`config.mk`:
```
export PLATFORM = sky130hd
export DESIGN_NAME = drive_maintenance_monitor_bank
export DESIGN_NICKNAME = d
export VERILOG_FILES = /design/src/hdl/maint_pkg.sv /design/src/hdl/hour_tick.sv /design/src/hdl/drive_maintenance_monitor_bank.sv
export SDC_FILE = /design/constraint.sdc
export NUM_CORES = 1
export LEC_CHECK = 0
export BUFFER_PORTS_ARGS = -buffer_cell sky130_fd_sc_hd__buf_2
export CORE_MARGIN = 1
export CORE_UTILIZATION = 29
export CTS_BUF_LIST = sky130_fd_sc_hd__clkbuf_2 sky130_fd_sc_hd__clkbuf_4 sky130_fd_sc_hd__clkbuf_8
export DETAILED_ROUTE_END_ITERATION = 16
export PLACE_DENSITY = 0.5
export SLEW_MARGIN = 20
export SYNTH_ARGS = -nofsm -noshare
export SYNTH_HDL_FRONTEND = slang
export SYNTH_HIERARCHICAL = 1
export SYNTH_SLANG_ARGS = --single-unit
```
`constraint.sdc`:
```
create_clock -name clk -period 2.67 [get_ports clk]
set_input_delay 0.4005 -clock clk [delete_from_list [all_inputs] [get_ports clk]]
set_output_delay 0.4005 -clock clk [all_outputs]
set_load 0.05 [all_outputs]
```
`src/hdl/maint_pkg.sv`:
```
package maint_pkg;

  // ----------------------------------------------------------------
  // Clock and time base
  // ----------------------------------------------------------------
  localparam longint CLK_HZ      = 64'd10_000_000;
  localparam longint HOUR_S      = 64'd3600;
  localparam longint HOUR_CYCLES = HOUR_S * CLK_HZ;

  // ----------------------------------------------------------------
  // Register indices (byte address is four times the index)
  // ----------------------------------------------------------------
  localparam logic [15:0] IDX_CUMULATIVE_HOURS      = 16'h004c;
  localparam logic [15:0] IDX_ENERGY_LOW_DIGITS     = 16'h005c;
  localparam logic [15:0] IDX_ENERGY_HIGH_DIGITS    = 16'h005d;
  localparam logic [15:0] IDX_HOTTEST_CELL_TEMP     = 16'h0068;
  localparam logic [15:0] IDX_RUN_COMMAND_COUNT     = 16'h0075;
  localparam logic [15:0] IDX_PEAK_CURRENT          = 16'h07cf;
  localparam logic [15:0] IDX_PEAK_CURRENT_FREQ     = 16'h07d0;
  localparam logic [15:0] IDX_OVERLOAD_ACCUMULATOR  = 16'h07d8;
  localparam logic [15:0] IDX_REFERENCE_SOURCE_CODE = 16'h07da;
  localparam logic [15:0] IDX_LINK_FREQ_REFERENCE   = 16'h07db;
  localparam logic [15:0] IDX_OPTION_FREQ_REFERENCE = 16'h07dc;
  localparam logic [15:0] IDX_HOUR_COUNT_CONDITION  = 16'h0800;
  localparam logic [15:0] IDX_HOUR_COUNTER_PRESET   = 16'h0801;
  localparam logic [15:0] IDX_RUN_COUNT_RESET       = 16'h0802;

  // ----------------------------------------------------------------
  // Wrap limits and reset values
  // ----------------------------------------------------------------
  localparam logic [16:0] HOURS_MAX       = 17'd99999;
  localparam logic [15:0] RUNS_MAX        = 16'd65535;
  localparam logic [13:0] ENERGY_LOW_MAX  = 14'd9999;
  localparam logic [16:0] ENERGY_HIGH_MAX = 17'd99999;
  localparam logic        RST_COUNT_ON_RUN = 1'b0;
  localparam logic [31:0] RST_ZERO32      = 32'h0000_0000;

  // ----------------------------------------------------------------
  // Reference source code digits (X*1000 + Y*100 + nn)
  // ----------------------------------------------------------------
  localparam logic [15:0] SRC_X_PRIMARY   = 16'd1;
  localparam logic [15:0] SRC_X_ALTERNATE = 16'd2;
  localparam logic [15:0] SRC_Y_PANEL     = 16'd0;
  localparam logic [15:0] SRC_Y_ANALOG    = 16'd1;
  localparam logic [15:0] SRC_Y_MULTISTEP = 16'd2;
  localparam logic [15:0] SRC_Y_LINK      = 16'd3;
  localparam logic [15:0] SRC_Y_OPTION    = 16'd4;
  localparam logic [15:0] SRC_NN_FIXED    = 16'd1;
  localparam logic [15:0] SRC_NN_STEP_MIN = 16'd2;
  localparam logic [15:0] SRC_NN_STEP_MAX = 16'd17;
  localparam logic [15:0] SRC_NN_ANA_MAX  = 16'd2;

  typedef enum logic [2:0] {
    SRC_PANEL,
    SRC_ANALOG,
    SRC_MULTISTEP,
    SRC_LINK,
    SRC_OPTION
  } ref_source_e;

  // ----------------------------------------------------------------
  // Carriers
  // ----------------------------------------------------------------
  typedef struct packed {
    logic        run_active;
    logic        run_start;
    logic        energy_step;
    logic [15:0] output_current;
    logic [15:0] output_freq;
    logic [15:0] overload_level;
  } drive_status_s;

  typedef struct packed {
    logic        alternate_sel;
    ref_source_e source;
    logic [4:0]  source_index;
    logic [15:0] link_ref;
    logic [15:0] option_ref;
  } reference_s;

  typedef struct packed {
    logic        psel;
    logic        penable;
    logic        pwrite;
    logic [15:0] paddr;
    logic [31:0] pwdata;
  } apb_req_s;

  function automatic logic [15:0] reg_addr(input logic [15:0] idx);
    return {idx[13:0], 2'b00};
  endfunction

endpackage

```
`src/hdl/hour_tick.sv`:
```
`timescale 1ns/1ns
module hour_tick #(
  parameter longint HOUR_CYCLES = maint_pkg::HOUR_CYCLES
) (
  // Clock and reset
  input  wire logic clk,
  input  wire logic nrst,
  // Counting gate and hourly pulse
  input  wire logic count_en,
  output logic      hour_pulse
);
  import maint_pkg::*;

  typedef struct packed {
    logic [39:0] cycles;
    logic        pulse;
  } tick_state_s;

  localparam logic [39:0] LAST = 40'(HOUR_CYCLES - 64'd1);

  tick_state_s s_q;
  tick_state_s s_d;

  // Partial hour is kept while the gate is closed, so no time is lost
  always_comb begin
    s_d       = s_q;
    s_d.pulse = 1'b0;
    if (count_en) begin
      if (s_q.cycles >= LAST) begin
        s_d.cycles = 40'h00_0000_0000;
        s_d.pulse  = 1'b1;
      end else begin
        s_d.cycles = s_q.cycles + 40'h00_0000_0001;
      end
    end
  end

  always_ff @(posedge clk or negedge nrst) begin
    if (!nrst) begin
      s_q <= '0;
    end else begin
      s_q <= s_d;
    end
  end

  assign hour_pulse = s_q.pulse;

endmodule

```
`src/hdl/drive_maintenance_monitor_bank.sv`:
```
// The APB interface to the registers was chosen for this implementation.
`timescale 1ns/1ns
module drive_maintenance_monitor_bank #(
  parameter longint HOUR_CYCLES = maint_pkg::HOUR_CYCLES,
  parameter int     NUM_CELLS   = 9
) (
  // Clock and reset
  input  wire logic                     clk,
  input  wire logic                     nrst,
  // APB slave
  input  wire logic                     psel,
  input  wire logic                     penable,
  input  wire logic                     pwrite,
  input  wire logic [15:0]              paddr,
  input  wire logic [31:0]              pwdata,
  output logic                          pready,
  output logic [31:0]                   prdata,
  output logic                          pslverr,
  // Drive status from the control core
  input  wire maint_pkg::drive_status_s drive_status,
  input  wire maint_pkg::reference_s    reference,
  // Power cell temperatures, one byte per cell, degrees C
  input  wire logic [NUM_CELLS*8-1:0]   cell_temps
);
  import maint_pkg::*;

  // ----------------------------------------------------------------
  // State
  // ----------------------------------------------------------------
  typedef struct packed {
    logic [16:0] hours;
    logic [15:0] runs;
    logic [13:0] energy_low;
    logic [16:0] energy_high;
    logic [15:0] peak_current;
    logic [15:0] peak_freq;
    logic [15:0] overload;
    logic [15:0] temperature;
    logic [15:0] source_code;
    logic [15:0] link_ref;
    logic [15:0] option_ref;
    logic        count_on_run;
    logic [31:0] rdata;
    logic        err;
  } bank_state_s;

  bank_state_s s_q;
  bank_state_s s_d;

  apb_req_s req;
  logic     hour_pulse;
  logic     setup_phase;
  logic     access_done;
  logic     wr_done;
  logic     mapped;
  logic [31:0] read_word;
  logic [15:0] source_code_now;
  logic [15:0] hottest_now;
  logic        hour_gate;
  logic        new_peak;
  logic        wr_condition;
  logic        wr_preset;
  logic        wr_run_reset;
  logic [16:0] preset_hours;

  assign req = '{
    psel:    psel,
    penable: penable,
    pwrite:  pwrite,
    paddr:   paddr,
    pwdata:  pwdata
  };

  // ----------------------------------------------------------------
  // Helpers
  // ----------------------------------------------------------------
  function automatic logic [16:0] wrap_inc17(
    input logic [16:0] v,
    input logic [16:0] max
  );
    return (v >= max) ? 17'h0_0000 : v + 17'h0_0001;
  endfunction

  function automatic logic [15:0] clamp16(
    input logic [15:0] v,
    input logic [15:0] lo,
    input logic [15:0] hi
  );
    logic [15:0] r;
    r = v;
    if (v < lo) begin
      r = lo;
    end else if (v > hi) begin
      r = hi;
    end
    return r;
  endfunction

  // Out of range preset clears rather than loading an undisplayable value
  function automatic logic [16:0] preset_value(input logic [31:0] d);
    logic [16:0] v;
    v = d[16:0];
    if (d[31:17] != 15'h0000 || v > HOURS_MAX) begin
      v = 17'h0_0000;
    end
    return v;
  endfunction

  // Low digits wrap at 9999 and carry one into the MWh digits
  function automatic logic [30:0] energy_next(
    input logic [13:0] lo,
    input logic [16:0] hi
  );
    logic [13:0] lo_n;
    logic [16:0] hi_n;
    lo_n = lo + 14'h0001;
    hi_n = hi;
    if (lo >= ENERGY_LOW_MAX) begin
      lo_n = 14'h0000;
      hi_n = wrap_inc17(hi, ENERGY_HIGH_MAX);
    end
    return {hi_n, lo_n};
  endfunction

  function automatic logic is_new_peak(
    input drive_status_s d,
    input logic [15:0]   held
  );
    return d.run_active && d.output_current > held;
  endfunction

  function automatic logic [15:0] make_source_code(input reference_s r);
    logic [15:0] x;
    logic [15:0] y;
    logic [15:0] nn;
    x  = r.alternate_sel ? SRC_X_ALTERNATE : SRC_X_PRIMARY;
    y  = SRC_Y_PANEL;
    nn = SRC_NN_FIXED;
    unique case (r.source)
      SRC_PANEL: begin
        y = SRC_Y_PANEL;
      end
      SRC_ANALOG: begin
        y  = SRC_Y_ANALOG;
        nn = clamp16({11'h000, r.source_index}, SRC_NN_FIXED, SRC_NN_ANA_MAX);
      end
      SRC_MULTISTEP: begin
        y  = SRC_Y_MULTISTEP;
        nn = clamp16({11'h000, r.source_index}, SRC_NN_STEP_MIN, SRC_NN_STEP_MAX);
      end
      SRC_LINK: begin
        y = SRC_Y_LINK;
      end
      SRC_OPTION: begin
        y = SRC_Y_OPTION;
      end
      default: begin
        y = SRC_Y_PANEL;
      end
    endcase
    return 16'(x * 16'd1000 + y * 16'd100 + nn);
  endfunction

  function automatic logic [15:0] hottest(
    input logic [NUM_CELLS*8-1:0] t
  );
    logic [7:0] m;
    m = 8'h00;
    for (int i = 0; i < NUM_CELLS; i++) begin
      if (t[i*8 +: 8] > m) begin
        m = t[i*8 +: 8];
      end
    end
    return {8'h00, m};
  endfunction

  function automatic logic hit(
    input logic [15:0] a,
    input logic [15:0] idx
  );
    return a == reg_addr(idx);
  endfunction

  // ----------------------------------------------------------------
  // Hour time base
  // ----------------------------------------------------------------
  // Gate follows the condition bit: always powered, or run only
  assign hour_gate = !s_q.count_on_run || drive_status.run_active;

  hour_tick #(
    .HOUR_CYCLES (HOUR_CYCLES)
  ) u_hour_tick (
    .clk        (clk),
    .nrst       (nrst),
    .count_en   (hour_gate),
    .hour_pulse (hour_pulse)
  );

  // ----------------------------------------------------------------
  // Bus decode
  // ----------------------------------------------------------------
  assign setup_phase     = req.psel && !req.penable;
  assign access_done     = req.psel && req.penable;
  assign wr_done         = access_done && req.pwrite && !s_q.err;
  assign source_code_now = make_source_code(reference);
  assign hottest_now     = hottest(cell_temps);
  assign new_peak        = is_new_peak(drive_status, s_q.peak_current);

  always_comb begin
    mapped    = 1'b1;
    read_word = RST_ZERO32;
    if (hit(req.paddr, IDX_CUMULATIVE_HOURS)) begin
      read_word = {15'h0000, s_q.hours};
    end else if (hit(req.paddr, IDX_ENERGY_LOW_DIGITS)) begin
      read_word = {18'h0_0000, s_q.energy_low};
    end else if (hit(req.paddr, IDX_ENERGY_HIGH_DIGITS)) begin
      read_word = {15'h0000, s_q.energy_high};
    end else if (hit(req.paddr, IDX_HOTTEST_CELL_TEMP)) begin
      read_word = {16'h0000, s_q.temperature};
    end else if (hit(req.paddr, IDX_RUN_COMMAND_COUNT)) begin
      read_word = {16'h0000, s_q.runs};
    end else if (hit(req.paddr, IDX_PEAK_CURRENT)) begin
      read_word = {16'h0000, s_q.peak_current};
    end else if (hit(req.paddr, IDX_PEAK_CURRENT_FREQ)) begin
      read_word = {16'h0000, s_q.peak_freq};
    end else if (hit(req.paddr, IDX_OVERLOAD_ACCUMULATOR)) begin
      read_word = {16'h0000, s_q.overload};
    end else if (hit(req.paddr, IDX_REFERENCE_SOURCE_CODE)) begin
      read_word = {16'h0000, s_q.source_code};
    end else if (hit(req.paddr, IDX_LINK_FREQ_REFERENCE)) begin
      read_word = {16'h0000, s_q.link_ref};
    end else if (hit(req.paddr, IDX_OPTION_FREQ_REFERENCE)) begin
      read_word = {16'h0000, s_q.option_ref};
    end else if (hit(req.paddr, IDX_HOUR_COUNT_CONDITION)) begin
      read_word = {31'h0000_0000, s_q.count_on_run};
    end else if (hit(req.paddr, IDX_HOUR_COUNTER_PRESET)) begin
      read_word = {15'h0000, s_q.hours};
    end else if (hit(req.paddr, IDX_RUN_COUNT_RESET)) begin
      read_word = RST_ZERO32;
    end else begin
      mapped = 1'b0;
    end
  end

  // ----------------------------------------------------------------
  // Setting writes
  // ----------------------------------------------------------------
  // Only setting addresses strobe, so monitor registers never take a write
  always_comb begin
    wr_condition = wr_done && hit(req.paddr, IDX_HOUR_COUNT_CONDITION);
    wr_preset    = wr_done && hit(req.paddr, IDX_HOUR_COUNTER_PRESET);
    wr_run_reset = wr_done && hit(req.paddr, IDX_RUN_COUNT_RESET);
    preset_hours = preset_value(req.pwdata);
  end

  // ----------------------------------------------------------------
  // Next state
  // ----------------------------------------------------------------
  always_comb begin
    s_d = s_q;

    // Read data and error are latched in setup so they stand through access
    if (setup_phase) begin
      s_d.rdata = mapped ? read_word : RST_ZERO32;
      s_d.err   = !mapped;
    end

    // Operating hours
    if (hour_pulse) begin
      s_d.hours = wrap_inc17(s_q.hours, HOURS_MAX);
    end

    // Run commands
    if (drive_status.run_start) begin
      if (s_q.runs == RUNS_MAX) begin
        s_d.runs = 16'h0000;
      end else begin
        s_d.runs = s_q.runs + 16'h0001;
      end
    end

    // Energy, carried as decimal digits split at 0.1 kWh / MWh
    if (drive_status.energy_step) begin
      {s_d.energy_high, s_d.energy_low} = energy_next(s_q.energy_low, s_q.energy_high);
    end

    // Peak hold only samples while running
    if (new_peak) begin
      s_d.peak_current = drive_status.output_current;
      s_d.peak_freq    = drive_status.output_freq;
    end

    // Live mirrors, registered once to keep bus reads glitch free
    s_d.overload    = drive_status.overload_level;
    s_d.temperature = hottest_now;
    s_d.source_code = source_code_now;
    s_d.link_ref    = reference.link_ref;
    s_d.option_ref  = reference.option_ref;

    // Settings win over a same-cycle hour tick or run start
    if (wr_condition) begin
      s_d.count_on_run = req.pwdata[0];
    end
    if (wr_preset) begin
      s_d.hours = preset_hours;
    end
    if (wr_run_reset) begin
      s_d.runs = 16'h0000;
    end
  end

  always_ff @(posedge clk or negedge nrst) begin
    if (!nrst) begin
      s_q              <= '0;
      s_q.count_on_run <= RST_COUNT_ON_RUN;
    end else begin
      s_q <= s_d;
    end
  end

  // ----------------------------------------------------------------
  // Outputs
  // ----------------------------------------------------------------
  // Zero wait states: setup already prepared data and error
  assign pready  = access_done;
  assign prdata  = s_q.rdata;
  assign pslverr = access_done && s_q.err;

endmodule

```
# Yosys cells after proc, flatten, opt, wreduce, memory -nomap -nowiden
# Cells that the tools add are included.
classes:
  n_addsub: 7
  mul: 2
  magnitude_cmp: 19
  n_eq_ne: 19
  muxes: 56
  reduce_logical: 19
ops:
  columns: ["cell", "count"]
  rows:
  - ["17-bit 2-to-1 mux", 18]
  - ["16-bit by 13-bit == test with 1-bit output, second input constant", 6]
  - ["16-bit by 9-bit == test with 1-bit output, second input constant", 5]
  - ["8-bit 2-to-1 mux", 9]
  - ["8-bit > comparator", 8]
  - ["16-bit by 14-bit == test with 1-bit output, second input constant", 3]
  - ["16-bit 2-to-1 mux", 3]
  - ["40-bit by 1-bit adder with 40-bit output, second input constant", 1]
  - ["40-bit by 36-bit greater-or-equal comparator with 1-bit output, second input constant", 1]
  - ["40-bit 2-to-1 mux", 1]
  - ["17-bit by 1-bit adder with 17-bit output, second input constant", 2]
  - ["17-bit greater-or-equal comparator, second input constant", 2]
  - ["32-bit 2-to-1 mux", 1]
  - ["5-bit 2-to-1 mux", 4]
  - ["17-bit > comparator, second input constant", 1]
  - ["12-bit by 16-bit adder with 16-bit output", 1]
  - ["16-bit by 1-bit adder with 16-bit output, second input constant", 1]
  - ["16-bit adder", 1]
  - ["16-bit == test, second input constant", 1]
  - ["16-bit > comparator", 1]
  - ["16-bit by 5-bit multiplier with 14-bit output, second input constant", 1]
  - ["1-bit 2-to-1 mux", 16]
  - ["15-bit nonzero test", 1]
  - ["14-bit by 1-bit adder with 14-bit output, second input constant", 1]
  - ["19 further kinds", 33]
word_totals:
  regBits: 243
  inputBits: 217

# Longest topological paths before layout
# Gate-level depths: netlist of run 1.
logic_depth:
  depth_word: 18
  mapped_depth: 74

# Modules after synthesis
# The synthesis of run 1 kept the hierarchy.
by_module_without_submodules:
  columns: ["module", "instances", "cells_per_inst", "area_per_inst_um2"]
  rows:
  - ["drive_maintenance_monitor_bank", 1, 1362, 12186.7]
  - ["hour_tick", 1, 268, 2383.5]

# Least setup slack after synthesis of run 1
# OpenSTA, ideal clock, no wires.
synth_timing:
  path_kind: "in2reg"
  startpoint: "in cell_temps[1]"
  endpoint: "reg s_q[87] in the netlist's numbering"
  arrival_time_ns: 12.651
  t_required_ns: 2.535
  path_slack_ns: -10.116
  stages: 68
  path_buffers: 5
  path_cell_list: "inv_1 > ha_1 > nor2b_1 > o211ai_1 > a21o_1 > a21o_1 > buf_6 > mux2_2 > inv_1 > ha_1 > nor2b_1 > o211ai_1 > a21oi_1 > o31ai_4 > clkbuf_1 > o21ai_0 > ha_1 > nand4_1 > [... 32 more ...] > a21oi_1 > o21ai_0 > nand2_1 > o21bai_1 > o311ai_2 > buf_2 > nor2_1 > a21oi_1 > ha_1 > o21a_1 > o21a_1 > o21ai_0 > a21oi_1 > a211oi_1 > a21oi_1 > clkbuf_1 > nand3b_1 > o211ai_1"
synth_between:
  elab_chain_cells: 18
synth_lines:
  columns: ["element", "line_no", "source"]
  rows:
  - ["start: declaration", "drive_maintenance_monitor_bank.sv:23", "input wire logic [NUM_CELLS*8-1:0] cell_temps"]
  - ["8-bit by 1-bit > comparator with 1-bit output", "drive_maintenance_monitor_bank.sv:170", "if (t[i*8 +: 8] > m) begin"]
  - ["8-bit 2-to-1 mux (*)", "drive_maintenance_monitor_bank.sv:170", null]
  - ["8-bit > comparator", "drive_maintenance_monitor_bank.sv:170", null]
  - ["8-bit 2-to-1 mux (*)", "drive_maintenance_monitor_bank.sv:170", null]
  - ["8-bit > comparator", "drive_maintenance_monitor_bank.sv:170", null]
  - ["8-bit 2-to-1 mux (*)", "drive_maintenance_monitor_bank.sv:170", null]
  - ["8-bit > comparator", "drive_maintenance_monitor_bank.sv:170", null]
  - ["8-bit 2-to-1 mux (*)", "drive_maintenance_monitor_bank.sv:170", null]
  - ["[... 3 more ...]", null, null]
  - ["8-bit 2-to-1 mux (*)", "drive_maintenance_monitor_bank.sv:170", null]
  - ["8-bit > comparator", "drive_maintenance_monitor_bank.sv:170", null]
  - ["8-bit 2-to-1 mux (*)", "drive_maintenance_monitor_bank.sv:170", null]
  - ["8-bit > comparator", "drive_maintenance_monitor_bank.sv:170", null]
  - ["8-bit 2-to-1 mux (*)", "drive_maintenance_monitor_bank.sv:170", null]
  - ["8-bit > comparator", "drive_maintenance_monitor_bank.sv:170", null]
  - ["8-bit 2-to-1 mux (*)", "drive_maintenance_monitor_bank.sv:170", null]
  - ["via hottest_now[5]", "drive_maintenance_monitor_bank.sv:58", "logic [15:0] hottest_now;"]
  - ["end: declaration", "drive_maintenance_monitor_bank.sv:47", "bank_state_s s_q;"]
# The timed path passes the listed nets; every way through them passes the cells marked *.
# A chain may end at the register's enable or synchronous reset.

# Worst setup path in the final report of run 1
layout_timing:
  startpoint: "in cell_temps[1]"
  endpoint: "reg s_q[89] in the netlist's numbering"
# Same word-level chain as after synthesis.

==> results of run 1 <==
==> worst max-delay path: cells and delay by family <==
kind                     cells  cell delay, ps
AND/OR/NAND/NOR             11            1380
AO/OA/AOI/OAI               33            5660
buffers and inverters        9             800
multiplexers                 6            1760
adder cells (fa/ha/maj)      8            1890
==> power by group through the flow <==
stage | registers (uW) | clock network [uW] | logic, uW
after global placement | 4370 | 0 | 6110
after global routing | 4340 | 3860 | 8810
after CTS | 4310 | 3710 | 7270
final | 4300 | 3590 | 8030
after detailed placement | 4360 | 0 | 6240
after floorplan | 4120 | 0 | 3980
==> layout by cell type (no fill, tap or decap), types with 16 or more instances in the layout <==
master,count
nor2b_1,16
buf_2,232
nand2_1,139
o22ai_1,29
nor3_1,23
ha_1,70
a21o_1,17
mux2_4,21
o21ai_0,109
dfrtp_1,223
buf_4,313
a22oi_1,17
nand4_1,41
xor2_1,30
a31oi_1,21
clkbuf_8,51
nand2b_1,25
a221oi_1,18
or3_1,20
dlygate4sd3_1,49
a21oi_1,73
nor4_1,20
ha_4,20
nor2_1,108
nand3_1,50
xnor2_1,21
a21oi_2,16
and3_1,29
inv_1,93
==> state kept, by name (all words and copies together), names as in the netlist <==
register / count
u_hour_tick/hour_pulse: 1
s_q: 166
u_hour_tick/s_q: 40
prdata: 17
==> how the worst max path moves through the flow <==
stage | endpoint | slack [ps]
after floorplan | s_q[87] | -9080
after global placement | s_q[87] | -9490
after detailed placement | s_q[89] | -9820
after CTS | s_q[89] | -8600
after global routing | s_q[88] | -9300
final | s_q[89] | -8730
==> cell usage after synthesis, types with 7 or more instances <==
master    instances  area (um^2)
dfrtp_1         224         5610
nand2_1         141          529
o21ai_0         129          646
nor2_1          112          420
inv_1           106          398
ha_1             92         1150
a21oi_1          89          445
nand3_1          55          275
clkbuf_1         48          180
nand4_1          41          257
mux2_2           34          383
buf_4            33          248
and3_1           31          194
o22ai_1          30          188
xor2_1           30          263
nand2b_1         26          163
nor3_1           25          125
nor4_1           23          144
a31oi_1          21          131
xnor2_1          21          184
a22oi_1          20          150
mux2i_1          20          200
or3_1            20          125
a221oi_1         18          158
nor3b_1          18          135
a21o_1           17          128
nor2b_1          17          106
o21a_1           15          113
o31ai_1          12         90.1
and2_1           11         68.8
o211ai_1         10         75.1
a211oi_1          9         67.6
a222oi_1          8         80.1
and4_1            7         61.3
nand3b_1          7         52.6
o21bai_1          7         52.6
==> logic make-up after synthesis <==
logic type      after synthesis  share of synthesized area, %
compound gates              441                          19.7
xor+xnor                     51                          3.07
fa+ha+maj                    99                          8.66
buf+inv                     200                          6.36
flops                       224                          38.5
mux                          54                          4.00
other cells                   1                        0.0257
simple gates                560                          19.7
==> through the flow <==
stage	setup WS (ps)	util, %	hold slack [ps]
after floorplan	-9080	-	105
after global placement	-9490	38.0	384
after detailed placement	-9820	38.0	385
after CTS	-8600	41.7	12.4
after global routing	-9300	42.7	41.9
final	-8730	42.7	58.5
==> layer usage <==
metal	up-vias	part of all wire, %
li1	7101	-
met1	7006	44
met2	399	49
met3	65	5.6
met4	2	1.6
met5	-	0.017
==> layout make-up <==
cell class	instances	area [um^2]
antenna	3	7.51
clock buffer	62	785
clock inverter	8	100
fill	4906	28200
inverter	106	413
multi-input combinational	1220	8890
sequential	224	5610
tap	664	831
timing repair buffer	620	4390
==> repair_timing <==
action,4_1_cts,5_1_grt
endpoints found under the hold margin,104,0
pin swaps,63,55
gates cloned,1,2
buffers inserted,20,24
endpoints found under the setup margin,9,49
resized for setup,62,64
hold buffers,49,0
==> impl_metrics.toml, run 1 <==
[timing]
slew_violations = 0
max_clock_freq_ghz = 0.0877
timing.setup.tns_ps = -69530
rsz0062_at_grt = "true"
skew_ps = 23.4
finalHoldViolations = 0
min_period_ps = 11400
worst_slew_pin_slew_ps = 662
setup_viol = 8
finalCritPeriodShare_pct = 427
slew_headroom_pct = 55.5
fin_ws_ps = -8730

[global_route]
first_global_vias = 14422
antenna_found_initial = 5
grt-busiest-layer = "met2"
grt_max_degree = 63
grt_remaining_overflow = 0
use_met2_pct = 34.0
grtUsageMet1_pct = 26.5
grt_pass1_wl_um = 79100
grt_usage_pct = 19.9
use_met3_pct = 3.25

[clock_network]
cts_tree = "done"
cts_buffer_depth = 3
numCtsBuffers = 41
cts-root-buf = "clkbuf_8"
cts_max_level = 2
clock-sinks = 224
clkTransAtPathRegs_ps = 60
clk-insertion-delay-late_ps = 580

[pwr]
power.switching_uw = 5610
p_per_area_mw_per_mm2 = 757
combPwrFrac_pct = 50.4
power.internal_uw = 10300
p_leak_uw = 0.00977
seqPwrFrac_pct = 27.0
swShare_pct = 35.3
ir_drop_v = 0.000448
report.power.total_uw = 15900
clockPowerShare_pct = 22.6

[routing]
drc = 0
routedWlPerCell_um = 17.7
drtPass1Iterations = 6
vias_per_cell = 5.01
num_vias = 14573
drt-initial-drc-count = 1009
drtAntennaViolNets = 0
wirelength_um = 51500

[synth]
synth_warnings = 6
synth.cell_area_mm2 = 0.0146
ys_seq_elements = 224
async_reset_ff_share_pct = 100
ys_types = 83
synthCells = 1630
yosys_most_used_dff = "dfrtp_1"
ys_seq_area_share_pct = 38.5
synth_edf_count = 0
syn_area_per_cell_um2 = 8.94

[final_layout]
fin_area_mm2 = 0.0210
final_nets = 2526
area_delta_synth_final_pct = 44.3
final_cells = 2907
drive_gt1_share_pct = 36.2

[outcome]
status = "complete, but fails checks"
violations = "negative setup slack"

[worst_setup_path]
max_stage_delay_ps = 430
crit_start = "cell_temps[1]"
r2r_cells = 10
r2r-end = "s_q[205]"
path_class = "in2reg"
cp.arrival_ps = 11890
r2r-start = "s_q[193]"
path_max_fanout = 8
cp.required_ps = 3160
reg2reg_slack_ps = 150
slowest_stage = "o311ai_4"
start_kind = "input pin"
cp-end-kind = "flip-flop"

[die]
boundaryPins = 251
rows = 81
die_y_um = 226
core_mm2 = 0.0493
die_width_um = 226
dieArea_mm2 = 0.0511
start_util_pct = 29.6

[min_path]
hold_class = "in2reg"
min_path_cells = 2
worstHoldEndpoint = "s_q[120]"
hold_path.startpoint = "drive_status[22]"

[placement]
place_congestion = 0.928
place_area_mm2 = 0.0187
port-buffer-count = 235
dpl.cell_count = 2741
post-dp-hpwl_um = 39900

[flow_run]
maxCapViolCount = 0
Note: power is estimated with default switching activity, not from simulation.
==> run 2: changes to the inputs <==
Settings changed: CTS_BUF_LIST sky130_fd_sc_hd__clkbuf_2 sky130_fd_sc_hd__clkbuf_4 sky130_fd_sc_hd__clkbuf_8 to sky130_fd_sc_hd__clkbuf_4.
==> impl_metrics.toml, run 2 (synthesized netlist as in run 1, its figures left out) <==
[timing]
max_clock_freq_ghz = 0.0896
min_period_ps = 11160
fin_ws_ps = -8490
slew_headroom_pct = 61.8
finalCritPeriodShare_pct = 418
slew_violations = 0
worst_slew_pin_slew_ps = 567
timing.setup.tns_ps = -67600
skew_ps = 68.2
rsz0062_at_grt = "true"
finalHoldViolations = 0
holdWs_ps = 121
setup_viol = 8

[worst_setup_path]
slowest_stage = "o311ai_4"
r2r_cells = 14
start_kind = "input pin"
max_stage_delay_ps = 440
cp-end-kind = "flip-flop"
path_class = "in2reg"
cp.required_ps = 3380
crit_top_cell = "ha_4"
path_max_fanout = 8
cp.arrival_ps = 11870

[final_layout]
final_common_cell = "buf_4"
regMostFlops = "s_q"
multiInputGateArea_mm2 = 0.00889
final_nets = 2616
final_cell_mix = "buf_4, buf_2, dfrtp_1"
drive_gt1_share_pct = 35.6
fin_area_mm2 = 0.0216
largest_register_ffs = 166
regArea_mm2 = 0.00561
fillers = 4867
area_delta_synth_final_pct = 48.0

[global_route]
first_global_vias = 14972
grt_usage_pct = 20.2
grt_remaining_overflow = 0
grt_pass1_wl_um = 80200
antenna_found_initial = 5
grt_max_degree = 63

[die]
die_y_um = 226
die_width_um = 226
rows = 81
start_util_pct = 29.6
boundaryPins = 251
dieArea_mm2 = 0.0511
core_mm2 = 0.0493

[pwr]
ir_drop_v = 0.000430
p_per_area_mw_per_mm2 = 709
report.power.total_uw = 15300
p_leak_uw = 0.0100

[routing]
vias_per_cell = 4.98
drc = 0
routedWlPerCell_um = 17.3
drtPass1Iterations = 5
drtAntennaViolNets = 0
num_vias = 15007
drt-initial-drc-count = 1035
wirelength_um = 52100

[flow_run]
maxCapViolCount = 0

[placement]
place_area_mm2 = 0.0187
post-dp-hpwl_um = 39900
dp_slack_ps = -9820
port-buffer-count = 235
place_congestion = 0.928

[outcome]
status = "complete, but fails checks"
violations = "negative setup slack"

[clock_network]
cts_tree = "done"
clock-sinks = 224
cts_buffer_depth = 3
clk-insertion-delay-late_ps = 800
numCtsBuffers = 60
cts-root-buf = "clkbuf_4"
clkTransAtPathRegs_ps = 70
cts_max_level = 2

[min_path]
hold_class = "in2async"
[run 2: cell types whose count changed in the layout (fill, tap and decap cells not counted), moves of 4 or more]
cell,previous run,this run
clkinv_2,4,9
clkbuf_8,51,0
clkinv_1,0,18
mux2_4,21,17
dlygate4sd3_1,49,117
clkbuf_4,11,77
mux2_2,13,17
[run 2: final timing paths]
| check | slack [ps] | endpoint | startpoint |
|---|---|---|---|
| max | -8490 | s_q[89] | cell_temps[1] |
| min | 120 | prdata[5] | nrst |
| max reg2reg | 110 | s_q[127] | s_q[132] |
| min reg2reg | 470 | prdata[3] | prdata[3] |
| max in group asynchronous | 1750 | s_q[104] | nrst |
| min in group clk | 130 | s_q[68] | reference[34] |
[run 2: layer usage]
metal / track usage (%) / vias up / share of wire (%)
met1: 26.3 / 7185 / 44
met2: 33.9 / 428 / 49
met5: 0 / - / 0.052
li1: - / 7304 / -
met3: 3.58 / 86 / 5.5
met4: 6.23 / 4 / 2.2
[run 2: per-stage QoR]
step                      instances  utilization (%)
after detailed placement       2741             38.0
after global placement         2741             38.0
after global routing           3015             43.8
final                          3015             43.8
after floorplan                1644                -
after CTS                      2984             42.7
[run 2: area by class of cell]
| class | instances | share of cell area [%] |
|---|---|---|
| antenna | 3 | 0.0348 |
| sequential | 224 | 26.0 |
| inverter | 106 | 1.91 |
| multi-input combinational | 1220 | 41.3 |
| clock inverter | 30 | 0.621 |
| clock buffer | 77 | 2.68 |
| tap | 664 | 3.85 |
| timing repair buffer | 691 | 23.6 |
[run 2: power breakdown]
part           total [uW]  switching, uW  internal, uW
logic                8060           3670          4390
clock network        2910           1540          1370
registers            4310            434          3880
[run 2: critical path, delay by kind of cell]
| family | cells | cell delay, ps |
|---|---|---|
| AOI/OAI and AO/OA | 30 | 5260 |
| adders and majority gates | 8 | 1900 |
| buffers and inverters | 10 | 950 |
| and+or+nand+nor | 12 | 1650 |
| muxes | 6 | 1710 |
[run 2: timing repair]
action / in CTS / in global routing
gates resized for setup: 62 / 61
hold buffers: 117 / 1
hold endpoints to repair: 297 / 1
gates cloned: 1 / 2
pin swaps: 63 / 65
endpoints found under the setup margin: 9 / 53
buffers inserted: 20 / 26
